<file path="src/ssr_pkg.sv">
// Constants of the status reporting summary block
package ssr_pkg;
  // Status summary byte positions
  localparam int BIT_TRIG   = 0;
  localparam int BIT_ADVIS  = 2;
  localparam int BIT_REPLY  = 4;
  localparam int BIT_EVSUM  = 5;
  localparam int BIT_RQS    = 6;
  localparam int BIT_ACT    = 7;
  // Standard event register positions
  localparam int EV_OPS     = 0;
  localparam int EV_CTRL    = 1;
  localparam int EV_QUERY   = 2;
  localparam int EV_DEVICE  = 3;
  localparam int EV_RANGE   = 4;
  localparam int EV_PARSE   = 5;
  localparam int EV_USER    = 6;
  localparam int EV_POWER   = 7;
  // Operation status positions
  localparam int OP_RUN     = 3;
  localparam int OP_ARMED   = 5;
  localparam int OP_OVLD    = 11;
  // Reset values
  localparam logic [7:0]  STD_RST  = 8'h80;
  localparam logic [7:0]  MASK_RST = 8'h00;
  localparam logic [15:0] OPM_RST  = 16'h0000;
endpackage

</file>
<file path="src/ssr_status_reporting.sv">
// Status reporting summary byte and service request logic
`timescale 1ns/100ps
module ssr_status_reporting (
  input  wire logic        clk,
  input  wire logic        rst,
  input  wire logic        opsFinishedEvt,
  input  wire logic        controlRequestEvt,
  input  wire logic        queryProtocolFaultEvt,
  input  wire logic        deviceSpecificFaultEvt,
  input  wire logic        rangeFaultEvt,
  input  wire logic        parseFaultEvt,
  input  wire logic        userKeyEvt,
  input  wire logic        triggerEvt,
  input  wire logic        runningIn,
  input  wire logic        armedIn,
  input  wire logic        inputOverloadIn,
  input  wire logic        advisoryPending,
  input  wire logic        replyPending,
  input  wire logic        clearStatus,
  input  wire logic        clearAfterTerminator,
  input  wire logic        eventEnableWr,
  input  wire logic [7:0]  eventEnableData,
  input  wire logic        serviceEnableWr,
  input  wire logic [7:0]  serviceEnableData,
  input  wire logic        opEnableWr,
  input  wire logic [15:0] opEnableData,
  input  wire logic        stdEventRead,
  input  wire logic        opStatusRead,
  input  wire logic        triggerRead,
  input  wire logic        serialPoll,
  input  wire logic        byteQuery,
  output logic [7:0]       pollData,
  output logic [7:0]       queryData,
  output logic [7:0]       stdEventData,
  output logic [15:0]      opStatusData,
  output logic             triggerData,
  output logic [7:0]       eventEnable,
  output logic [7:0]       serviceEnable,
  output logic [15:0]      opEnable,
  output logic             clearOutputQueue,
  output logic             clearOtherQueues,
  output logic             serviceRequestN
);
  logic [7:0]  stdEvent_ff, nxt_stdEvent;
  logic [15:0] opStatus_ff, nxt_opStatus;
  logic        trig_ff, nxt_trig;
  logic        rqs_ff, nxt_rqs;
  logic        mssPrev_ff, nxt_mssPrev;
  logic [7:0]  evEn_ff, nxt_evEn;
  logic [7:0]  srEn_ff, nxt_srEn;
  logic [15:0] opEn_ff, nxt_opEn;
  logic [7:0]  poll_ff, nxt_poll;
  logic [7:0]  query_ff, nxt_query;
  logic [7:0]  stdRd_ff, nxt_stdRd;
  logic [15:0] opRd_ff, nxt_opRd;
  logic        trigRd_ff, nxt_trigRd;
  logic        clrOq_ff, nxt_clrOq;
  logic        clrQ_ff, nxt_clrQ;
  logic [7:0]  stdSet;
  logic [15:0] opSet;
  logic [7:0]  summary;
  logic        master_summary;

  // Event sources into the standard event and operation status registers
  always_comb begin
    stdSet                       = '0;
    stdSet[ssr_pkg::EV_OPS]      = opsFinishedEvt;
    stdSet[ssr_pkg::EV_CTRL]     = controlRequestEvt;
    stdSet[ssr_pkg::EV_QUERY]    = queryProtocolFaultEvt;
    stdSet[ssr_pkg::EV_DEVICE]   = deviceSpecificFaultEvt;
    stdSet[ssr_pkg::EV_RANGE]    = rangeFaultEvt;
    stdSet[ssr_pkg::EV_PARSE]    = parseFaultEvt;
    stdSet[ssr_pkg::EV_USER]     = userKeyEvt;
    opSet                        = '0;
    opSet[ssr_pkg::OP_RUN]       = runningIn;
    opSet[ssr_pkg::OP_ARMED]     = armedIn;
    opSet[ssr_pkg::OP_OVLD]      = inputOverloadIn;
  end

  // Live summary byte, bit 6 as master summary
  always_comb begin
    summary                     = '0;
    summary[ssr_pkg::BIT_TRIG]  = trig_ff;
    summary[ssr_pkg::BIT_ADVIS] = advisoryPending;
    summary[ssr_pkg::BIT_REPLY] = replyPending;
    summary[ssr_pkg::BIT_EVSUM] = |(stdEvent_ff & evEn_ff);
    summary[ssr_pkg::BIT_ACT]   = |(opStatus_ff & opEn_ff);
    master_summary = |(summary & srEn_ff & ~(8'h01 << ssr_pkg::BIT_RQS));
    summary[ssr_pkg::BIT_RQS]   = master_summary;
  end

  // Next-state computation
  always_comb begin
    // Sticky sets win over clears
    nxt_stdEvent = stdEvent_ff;
    nxt_opStatus = opStatus_ff;
    nxt_trig     = trig_ff;
    if (stdEventRead) begin
      nxt_stdEvent = '0;
    end
    if (opStatusRead) begin
      nxt_opStatus = '0;
    end
    if (triggerRead) begin
      nxt_trig = 1'b0;
    end
    if (clearStatus) begin
      nxt_stdEvent = '0;
      nxt_opStatus = '0;
      nxt_trig     = 1'b0;
    end
    nxt_stdEvent = nxt_stdEvent | stdSet;
    nxt_opStatus = nxt_opStatus | opSet;
    nxt_trig     = nxt_trig | triggerEvt;
    nxt_evEn = eventEnableWr ? eventEnableData : evEn_ff;
    nxt_srEn = serviceEnableWr ? serviceEnableData : srEn_ff;
    nxt_opEn = opEnableWr ? opEnableData : opEn_ff;
    // Request flag raised on rising master summary, dropped by poll or when master summary is low
    nxt_mssPrev = master_summary;
    nxt_rqs     = rqs_ff;
    if (master_summary && !mssPrev_ff) begin
      nxt_rqs = 1'b1;
    end
    if (!master_summary) begin
      nxt_rqs = 1'b0;
    end
    if (serialPoll) begin
      nxt_rqs = 1'b0;
    end
    nxt_poll = poll_ff;
    if (serialPoll) begin
      nxt_poll = summary;
      nxt_poll[ssr_pkg::BIT_RQS] = rqs_ff;
    end
    nxt_query   = byteQuery ? summary : query_ff;
    nxt_stdRd   = stdEventRead ? stdEvent_ff : stdRd_ff;
    nxt_opRd    = opStatusRead ? opStatus_ff : opRd_ff;
    nxt_trigRd  = triggerRead ? trig_ff : trigRd_ff;
    nxt_clrQ    = clearStatus;
    nxt_clrOq   = clearStatus && clearAfterTerminator;
  end

  always_ff @(posedge clk) begin
    if (rst) begin
      stdEvent_ff <= ssr_pkg::STD_RST;
      opStatus_ff <= ssr_pkg::OPM_RST;
      trig_ff     <= 1'b0;
      rqs_ff      <= 1'b0;
      mssPrev_ff  <= 1'b0;
      evEn_ff     <= ssr_pkg::MASK_RST;
      srEn_ff     <= ssr_pkg::MASK_RST;
      opEn_ff     <= ssr_pkg::OPM_RST;
      poll_ff     <= '0;
      query_ff    <= '0;
      stdRd_ff    <= '0;
      opRd_ff     <= '0;
      trigRd_ff   <= 1'b0;
      clrOq_ff    <= 1'b0;
      clrQ_ff     <= 1'b0;
    end else begin
      stdEvent_ff <= nxt_stdEvent;
      opStatus_ff <= nxt_opStatus;
      trig_ff     <= nxt_trig;
      rqs_ff      <= nxt_rqs;
      mssPrev_ff  <= nxt_mssPrev;
      evEn_ff     <= nxt_evEn;
      srEn_ff     <= nxt_srEn;
      opEn_ff     <= nxt_opEn;
      poll_ff     <= nxt_poll;
      query_ff    <= nxt_query;
      stdRd_ff    <= nxt_stdRd;
      opRd_ff     <= nxt_opRd;
      trigRd_ff   <= nxt_trigRd;
      clrOq_ff    <= nxt_clrOq;
      clrQ_ff     <= nxt_clrQ;
    end
  end

  assign pollData         = poll_ff;
  assign queryData        = query_ff;
  assign stdEventData     = stdRd_ff;
  assign opStatusData     = opRd_ff;
  assign triggerData      = trigRd_ff;
  assign eventEnable      = evEn_ff;
  assign serviceEnable    = srEn_ff;
  assign opEnable         = opEn_ff;
  assign clearOutputQueue = clrOq_ff;
  assign clearOtherQueues = clrQ_ff;
  assign serviceRequestN  = ~rqs_ff;
endmodule

</file>
<file path="config.mk">
export PLATFORM = sky130hd
export DESIGN_NAME = ssr_status_reporting
export DESIGN_NICKNAME = d
export VERILOG_FILES = /design/src/ssr_pkg.sv /design/src/ssr_status_reporting.sv
export SDC_FILE = /design/constraint.sdc
export NUM_CORES = 1
export LEC_CHECK = 0
export ABC_AREA = 1
export BUFFER_PORTS_ARGS = -buffer_cell sky130_fd_sc_hd__buf_2
export CAP_MARGIN = 0
export CORE_ASPECT_RATIO = 1.25
export CORE_UTILIZATION = 49
export DETAILED_ROUTE_END_ITERATION = 6
export PLACE_DENSITY_LB_ADDON = 0.25
export SLEW_MARGIN = 5
export SYNTH_ARGS = -nofsm -noshare
export SYNTH_HDL_FRONTEND = slang
export SYNTH_SLANG_ARGS = --single-unit
export TNS_END_PERCENT = 20
</file>
<file path="constraint.sdc">
create_clock -name clk -period 1.53 [get_ports clk]
set_input_delay 0.153 -clock clk [delete_from_list [all_inputs] [get_ports clk]]
set_output_delay 0.153 -clock clk [all_outputs]
set_load 0.1 [all_outputs]
</file>
==> results of run 1 <==
## final cells by class
class | instances | area (um2)
clock buffer | 12 | 165
sequential | 72 | 1460
multi-input combinational | 241 | 1060
fill | 471 | 1730
timing repair buffer | 116 | 583
inverter | 17 | 66.3
tap | 62 | 77.6
clock inverter | 4 | 51.3
## cell families after synthesis
logic type,share of synthesized area
AOI/OAI and AO/OA,0.142
buffers and inverters,0.0947
other,0.00139
and+or+nand+nor,0.227
DFF,0.535
## worst min-delay path, delay by kind of cell
family,cells,cell delay [ns]
compound gates,1,0.03
buf+inv,1,0.08
simple gates,1,0.06
## layout by cell type, fill, tap and decap left out, types with 2 or more instances in the layout
cell type  synthesis  routed
nor2_1           120     120
buf_2              9     115
dfxtp_1           72      58
o21ai_0           50      50
nand2_1           21      21
conb_1             1      17
inv_1             15      15
a21oi_1           15      15
dfxtp_2            0      14
clkbuf_8           0      12
o21ai_1            5       5
nand3_2            3       3
nor2_2             2       2
nand2_2            2       2
## metal layers
| layer | vias to the layer above | part of all wire | global-route usage |
|---|---|---|---|
| li1 | 1279 | - | - |
| met1 | 1095 | 0.43 | 0.236 |
| met2 | 94 | 0.48 | 0.371 |
| met3 | 8 | 0.070 | 0.0578 |
| met4 | 0 | 0.020 | 0.117 |
| met5 | - | 0 | 0 |
## through the flow
stage	hold WS (ns)	cells	power [mW]	area (um2)	worst slack [ns]
floorplan	0.246	358	3.32	2770	0.0948
detailed placement	0.368	508	3.52	3250	0.458
finish	0.0189	524	5.04	3460	0.181
CTS	0.00603	524	5.10	3460	0.166
global route	0.0177	524	5.25	3460	0.136
global placement	0.360	508	3.51	3250	0.507
## how the worst min path moves through the flow
stage | slack [ns] | depth (start not counted) | endpoint | startpoint
final | 0.02 | 3 | opStatus_ff[3]$_SDFF_PP0_ | runningIn
after global routing | 0.02 | 3 | opStatus_ff[3]$_SDFF_PP0_ | runningIn
after CTS | 0.006 | 3 | opStatus_ff[3]$_SDFF_PP0_ | runningIn
after detailed placement | 0.37 | 3 | opStatus_ff[3]$_SDFF_PP0_ | runningIn
after global placement | 0.36 | 3 | opStatus_ff[3]$_SDFF_PP0_ | runningIn
after floorplan | 0.25 | 1 | queryData[7]$_SDFFE_PP0P_ | byteQuery
## sequential cells by signal, indices dropped and copies added, names as in the netlist, 6 cells and up
register       cells
serviceEnable      8
queryData          6
stdEvent_ff        8
pollData           6
eventEnable        8
opEnable          16
stdEventData       8
## power groups by stage
stage	sequential (mW)	combinational [mW]	clock (mW)
2_1_floorplan	2.86	0.455	0
3_3_place_gp	2.11	1.39	0
3_5_place_dp	2.12	1.40	0
4_1_cts	2.08	1.40	1.62
5_1_grt	2.09	1.47	1.69
6_report	2.08	1.40	1.57
==> summary.md, run 1 <==
| Metric | Value |
|---|---|
| Outcome | complete, no violations |
| Post-CTS sizing | 0 |
| R2R Setup Slk | 0.45 ns |
| Critical Setup Path Class | reg2out |
| Final ANT Viol Nets | 0 |
| Pwr dens | 1460 nW/um2 |
| Avg WL per Cell | 11.5 um |
| CTS Sinks | 72 |
| Sum Neg Setup Slack | 0 ns |
| RSZ-0062 raised after global routing | no |
| EDFF count, synth | 0 |
| Crit path largest cell delay | 0.46 ns |
| Sw power | 1.94 mW |
| Worst endpoint required time | 1.38 ns |
| Row Count | 29 |
| Synth top cells by count | nor2_1, dfxtp_1, o21ai_0 |
| Largest cells by area after synthesis | dfxtp_1, nor2_1, o21ai_0 |
| Num CTS Buffers | 9 |
| FF-to-FF End | queryData[6]$_SDFFE_PP0P_ |
| Clock Skew | 0.00975 ns |
| Clock Path Buffers | 2 |
| R2r worst-path depth | 8 |
| Initial Utilization | 0.520 |
| Cells after Synth | 342 |
| Initial antenna violation count | 0 |
| Final RePlAce weighted congestion | 0.824 |
| Max Transition Viols Final | 0 |
| Clock Pin Slew Worst Setup and Hold Paths | 0.07 ns |
| Post-synth ARST share | 0 |
| Worst setup EP type | output port |
| Chip width | 68.4 um |
| Via count | 2476 |
| First-pass GRT wire length | 9.48 mm |
| GRT Residual Overflow | 0 |
| Min cycle time layout | 1.35 ns |
| CP endpoint | serviceEnable[7] |
| Leakage power | 1.80 nW |
| DRT Pass-1 Iters | 4 |
| Final setup fails | 0 |
| # hold bufs at CTS | 0 |
| IR drop worst, VDD | 778 uV |
| Drt drc | 0 |
| Critical-path top delay cell | buf_2 |
| Nets@finish | 514 |
| Ys flop type | dfxtp_1 |
| Initial DRC count | 85 |
| Synthesized cell area | 2700 um2 |
| H-tree Lvls | 3 |
| Share of post-route cells with drive strength above 1 | 0.346 |
| Total track usage | 0.217 |
| Post-layout util | 0.667 |
| Die footprint | 5810 um2 |
| Min-Delay Path Class | in2reg |
| Crit path max-delay family | buffers and inverters |
| Syn avg cell area | 7.88 um2 |
| Clk network pwr share | 0.311 |
| DP HPWL | 4.38 mm |
| Final Hold Vio Count | 0 |
| Worst setup SP type | flip-flop |
| Reg2Reg Launch Point | stdEvent_ff[6]$_SDFF_PP0_ |
| Synth cell types | 23 |
| Sequential area share after synthesis | 0.535 |
| Area share of the largest cell type after synthesis | 0.535 |
| Int Pwr | 3.11 mW |
| Setup bufs post-CTS | 0 |
| Crit path depth | 1 |
| Crit. Startpoint | serviceEnable[7]$_SDFFE_PP0P_ |
| ANT cells | 0 |
| Peak Freq | 0.741 GHz |
| Clk Latency, worst-skew pair | 0.34 ns |
| Final period util | 0.882 |
| Crit Path Max Fanout | 3 |
| Buffers added on ports | 115 |
| Synth warnings | 0 |
| Die height | 84.9 um |
| Boundary pin count | 133 |
| Critical-path cell list | buf_2 |
| Max_cap viols | 0 |
| Sequential share of power | 0.412 |
| CTS tree | done |
| Area leader, netlist | dfxtp_1 |
| Largest net degree at the start of global routing | 56 |
| Worst path bufs/invs | 1 |
| Yosys reg bits | 72 |
| Clock root buffer | clkbuf_8 |
| Vias in the first global route | 2239 |
| Worst EP arrival | 1.20 ns |
| Switching share of power | 0.384 |
| CORE AREA | 5190 um2 |
| Via density | 4.73 |
| Syn-to-layout area delta | 28.4% |
| Most instantiated library cell after synthesis | nor2_1 |
| Combinational cell fraction of total power | 0.277 |
| Final WL | 6.01 mm |
No activity file was read; power rests on OpenSTA's default activity.
==> run 2: changes to the inputs <==
--- a/config.mk
+++ b/config.mk
@@ -8,7 +8,6 @@
 export ABC_AREA = 1
 export BUFFER_PORTS_ARGS = -buffer_cell sky130_fd_sc_hd__buf_2
 export CAP_MARGIN = 0
-export CORE_ASPECT_RATIO = 1.25
 export CORE_UTILIZATION = 49
 export DETAILED_ROUTE_END_ITERATION = 6
 export PLACE_DENSITY_LB_ADDON = 0.25
==> run 2 against run 1 <==
Clock skew is 0.0022 ns lower. Maximum frequency is 0.49% higher. Sequential cell count stayed put. Sequential share of layout area is 0.092 points higher. Non-clock buffer count stayed put. Critical path type unchanged. Total power is 0.99% lower. Via count is 2.2% higher. Setup slack better by 0.0065 ns. Global-route usage is 2.0 points higher. First-iteration DRC count is 54% higher.
==> summary.md, run 2 (synthesis results as in run 1) <==
| Metric | Value |
|---|---|
| Outcome | complete, no violations |
| Final Instance Area | 3450 um2 |
| R2R Setup Slk | 0.39 ns |
| Final WS setup | 0.188 ns |
| Row Count | 26 |
| Via density | 4.76 |
| Crit path largest cell delay | 0.45 ns |
| Clk Latency, worst-skew pair | 0.34 ns |
| Peak Freq | 0.745 GHz |
| # hold bufs at CTS | 0 |
| First-pass GRT wire length | 11.0 mm |
| Min cycle time layout | 1.34 ns |
| Share of post-route cells with drive strength above 1 | 0.342 |
| Crit path max-delay family | buffers and inverters |
| CTS tree | done |
| Worst setup EP type | output port |
| Final WL | 6.42 mm |
| Clock Path Buffers | 2 |
| Total track usage | 0.238 |
| Final setup fails | 0 |
| Critical-path top delay cell | buf_2 |
| H-tree Lvls | 3 |
| Num CTS Buffers | 9 |
| Final ANT Viol Nets | 0 |
| Max Transition Viols Final | 0 |
| Vias in the first global route | 2509 |
| Leakage power | 1.80 nW |
| Clock Pin Slew Worst Setup and Hold Paths | 0.07 ns |
| Hold Startpoint | runningIn |
| Largest net degree at the start of global routing | 56 |
| CORE AREA | 5200 um2 |
| Sequential share of power | 0.417 |
| Worst setup SP type | flip-flop |
| RSZ-0062 raised after global routing | no |
| Chip width | 76.2 um |
| Setup bufs post-CTS | 0 |
| Critical-path cell list | buf_2 |
| Switching share of power | 0.387 |
| Final cell count without fillers | 532 |
| Cell Area, Placed | 3260 um2 |
| Clock root buffer | clkbuf_8 |
| Combinational cell fraction of total power | 0.281 |
| IR drop worst, VDD | 1010 uV |
| Final RePlAce weighted congestion | 0.796 |
| Initial Utilization | 0.518 |
| Post-CTS sizing | 0 |
| Worst EP arrival | 1.19 ns |
| Reg2Reg Launch Point | eventEnable[1]$_SDFFE_PP0P_ |
| Nets@finish | 514 |
| Initial antenna violation count | 0 |
| Placed Cells | 516 |
| GRT Residual Overflow | 0 |
| Post-layout util | 0.664 |
| Sum Neg Setup Slack | 0 ns |
| Syn-to-layout area delta | 28.1% |
| Max_cap viols | 0 |
| Final period util | 0.877 |
| Most frequent cells in the layout | nor2_1, buf_2, dfxtp_1, o21ai_0, nand2_1 |
| Min-Delay Path Class | in2reg |
| Sw power | 1.93 mW |
| Largest register FFs | 16 |
| Int Pwr | 3.06 mW |
| DRT Pass-1 Iters | 4 |
| Initial DRC count | 131 |
| Worst path bufs/invs | 1 |
| R2r worst-path depth | 8 |
| Crit Path Max Fanout | 3 |
| Pwr dens | 1450 nW/um2 |
| FF-to-FF End | queryData[6]$_SDFFE_PP0P_ |
| Critical Setup Path Class | reg2out |
| Boundary pin count | 133 |
| Via count | 2530 |
| Commonest non-fill, non-tap cell in the layout | nor2_1 |
| CTS Sinks | 72 |
| Clk network pwr share | 0.303 |
| DP HPWL | 4.63 mm |
| Pre-CTS worst setup slack | 0.476 ns |
| Buffers added on ports | 115 |
| Hold endpoint | opStatus_ff[3]$_SDFF_PP0_ |
| Die height | 76.2 um |
| Avg WL per Cell | 12.1 um |
| Die footprint | 5800 um2 |
| Final Hold Vio Count | 0 |
| ANT cells | 0 |
| Clock Skew | 0.00756 ns |
| Crit path depth | 1 |
| Drt drc | 0 |
| WHS Path Cells | 3 |
| Worst endpoint required time | 1.38 ns |
-- run 2: worst max path at each step --
stage	start	endpoint	slack, ns
6_report	serviceEnable[7]$_SDFFE_PP0P_	serviceEnable[7]	0.19
3_3_place_gp	stdEvent_ff[3]$_SDFF_PP0_	rqs_ff$_SDFFE_PP0P_	0.51
2_1_floorplan	serviceEnable[7]$_SDFFE_PP0P_	rqs_ff$_SDFFE_PP0P_	0.09
3_5_place_dp	eventEnable[3]$_SDFFE_PP0P_	rqs_ff$_SDFFE_PP0P_	0.48
4_1_cts	serviceEnable[7]$_SDFFE_PP0P_	serviceEnable[7]	0.18
5_1_grt	serviceEnable[7]$_SDFFE_PP0P_	serviceEnable[7]	0.13
-- run 2: layout make-up --
type | count | area [um2]
clock buffer | 13 | 159
clock inverter | 3 | 40.0
fill | 462 | 1750
inverter | 17 | 66.3
multi-input combinational | 241 | 1060
sequential | 72 | 1460
tap | 70 | 87.6
timing repair buffer | 116 | 583
-- run 2: stage by stage --
stage,hold slack (ns),power (mW)
final,0.0221,4.99
after CTS,0.0148,5.02
after detailed placement,0.366,3.52
after global placement,0.358,3.51
after global routing,0.0242,5.16
after floorplan,0.246,3.32
-- run 2: power groups by stage --
stage	clock, mW	combinational (mW)	sequential [mW]
after floorplan	0	0.455	2.86
after global placement	0	1.39	2.11
after detailed placement	0	1.40	2.12
after CTS	1.53	1.41	2.08
after global routing	1.59	1.47	2.10
final	1.51	1.40	2.08
-- run 2: metal layers --
metal / vias to the layer above / GRT usage / routed length [um]
met5: - / 0 / 0
met4: 0 / 0.142 / 212
met3: 20 / 0.0479 / 356
met2: 87 / 0.411 / 3070
met1: 1142 / 0.270 / 2790
li1: 1281 / - / -
==> run 3: changes to the inputs <==
==> constraint.sdc (replaced) <==
create_clock -name clk -period 1.53 [get_ports clk]
set_input_delay 0 -clock clk [delete_from_list [all_inputs] [get_ports clk]]
set_output_delay 0 -clock clk [all_outputs]
set_load 0.1 [all_outputs]
==> run 3 against run 2 <==
Global-route usage increased by 1.9 points. Largest cell class unchanged. Setup slack improved by 0.030 ns. Total power decreased by 2.9%. Largest power group unchanged. Sequential power about the same. Count of clock-buffer cells in the layout unchanged. Register-to-register slack got worse by 0.13 ns. Sequential share of layout area decreased by 5.1 points. Maximum frequency increased by 2.3%. Worst hold slack improved by 0.0094 ns. Final area increased by 14%. Non-clock buffer count increased by 52.
==> summary.md, run 3 (synthesis results as in run 1) <==
| Metric | Value |
|---|---|
| DRT Pass-1 Iters | 4 |
| Nets@finish | 566 |
| Crit Path Max Fanout | 4 |
| Largest register FFs | 16 |
| Total track usage | 0.256 |
| Clk Latency, worst-skew pair | 0.34 ns |
| RSZ-0062 raised after global routing | no |
| Fillers | 405 |
| Share of post-route cells with drive strength above 1 | 0.301 |
| Sequential share of power | 0.429 |
| Min-Delay Path Class | in2reg |
| Worst endpoint required time | 1.80 ns |
| Largest net degree at the start of global routing | 56 |
| Die height | 76.2 um |
| Commonest non-fill, non-tap cell in the layout | nor2_1 |
| Cell Area, Placed | 3250 um2 |
| Critical-path cell list | dlygate4sd3_1 > buf_2 > inv_1 > nand3_1 > a21oi_1 > dlygate4sd3_1 |
| Max Transition Viols Final | 0 |
| Initial Utilization | 0.518 |
| Final setup fails | 0 |
| Int Pwr | 2.92 mW |
| Final WL | 7.24 mm |
| Worst setup SP type | input port |
| Pwr dens | 1230 nW/um2 |
| Setup bufs post-CTS | 0 |
| Pre-CTS worst setup slack | 0.478 ns |
| Storage element area | 1460 um2 |
| Clock Path Buffers | 2 |
| Row Count | 26 |
| Clock root buffer | clkbuf_8 |
| Gr busiest metal | met2 |
| Via count | 2776 |
| GRT met2 Usage | 0.443 |
| Die footprint | 5800 um2 |
| CTS Sinks | 72 |
| Outcome | complete, no violations |
| Worst EP arrival | 1.58 ns |
| Boundary pin count | 133 |
| Drt drc | 0 |
| H-tree Lvls | 3 |
| ANT cells | 0 |
| Critical-path top delay cell | dlygate4sd3_1 |
| CTS tree | done |
| Num CTS Buffers | 9 |
| Crit path largest cell delay | 0.58 ns |
| Multi-input logic area | 1060 um2 |
| Clk network pwr share | 0.259 |
| Via density | 4.77 |
| Most frequent cells in the layout | nor2_1, buf_2, dfxtp_1, dlygate4sd3_1, o21ai_0 |
| Vias in the first global route | 2592 |
| Initial antenna violation count | 0 |
| Grt met1 use | 0.296 |
| Max_cap viols | 0 |
| Peak Freq | 0.762 GHz |
| DP HPWL | 4.42 mm |
| GRT Residual Overflow | 0 |
| First-pass GRT wire length | 11.7 mm |
| Final RePlAce weighted congestion | 0.793 |
| Final period util | 0.858 |
| Syn-to-layout area delta | 45.8% |
| Crit path top cell by count | dlygate4sd3_1 |
| Chip width | 76.2 um |
| Sum Neg Setup Slack | 0 ns |
| Min cycle time layout | 1.31 ns |
| IR drop worst, VDD | 1100 uV |
| Sw power | 1.93 mW |
| Avg WL per Cell | 12.4 um |
| Leakage power | 1.99 nW |
| Buffers added on ports | 115 |
| Final WS setup | 0.218 ns |
| Clock Pin Slew Worst Setup and Hold Paths | 0.06 ns |
| Final Hold Vio Count | 0 |
| Clock Skew | 0.00647 ns |
| CORE AREA | 5200 um2 |
| Combinational cell fraction of total power | 0.312 |
| Critical Setup Path Class | in2reg |
| Initial DRC count | 94 |
| Final Instance Area | 3930 um2 |
| Final ANT Viol Nets | 0 |
| GR Util met3 | 0.0515 |
| Worst setup EP type | flip-flop |
| Switching share of power | 0.397 |
## run 3: cell count changes in the layout (fill, tap and decap cells not counted)
cell           change
dlygate4sd3_1     +53
buf_4              -1
bufinv_16          -1
clkbuf_1           +1
clkbuf_8           -1
clkinv_2           -1
## run 3: area by class of cell
class | instances | share of cell area
clock buffers | 13 | 0.0379
repair buffers | 168 | 0.281
flip-flops and latches | 72 | 0.371
inverters | 17 | 0.0169
well taps | 70 | 0.0223
multi-input cells | 241 | 0.269
clock inverters | 1 | 0.00127
## run 3: worst max-delay path: cells and delay by family
kind | cells | cell delay, ns
simple gates | 1 | 0.08
compound gates | 1 | 0.13
buf+inv | 4 | 1.38
## run 3: power groups by stage
| stage | clock network [mW] | registers (mW) | logic [mW] |
|---|---|---|---|
| after floorplan | 0 | 2.86 | 0.455 |
| after global placement | 0 | 2.12 | 1.39 |
| after detailed placement | 0 | 2.12 | 1.40 |
| after CTS | 1.27 | 2.08 | 1.50 |
| after global routing | 1.35 | 2.09 | 1.58 |
| final | 1.26 | 2.08 | 1.51 |
## run 3: metal layers
metal	up-vias	routed length, um
li1	1387	-
met1	1262	3130
met2	107	3520
met3	20	364
met4	0	229
met5	-	0
## run 3: worst paths after layout
kind	start	slack [ns]	endpoint	cells after the start
worst max register to register	trig_ff$_SDFF_PP0_	0.26	trig_ff$_SDFF_PP0_	3
worst min register to register	pollData[2]$_SDFFE_PP0P_	0.48	pollData[2]$_SDFFE_PP0P_	2
worst min-delay path	serviceEnableWr	0.03	serviceEnable[7]$_SDFFE_PP0P_	3
worst max-delay path	clearStatus	0.22	trig_ff$_SDFF_PP0_	6
## run 3: per-stage QoR
stage               power [mW]  instances  hold slack, ns   util
floorplan                 3.32        358          0.0935      -
global placement          3.51        515           0.204  0.624
CTS                       4.85        582          0.0138  0.756
finish                    4.85        582          0.0315  0.756
global route              5.03        582          0.0466  0.756
detailed placement        3.52        515           0.211  0.624
## run 3: what timing repair did
action | CTS | global route
endpoints found under the hold margin | 56 | 0
hold buffers | 53 | 0
gates resized for setup | 0 | 0
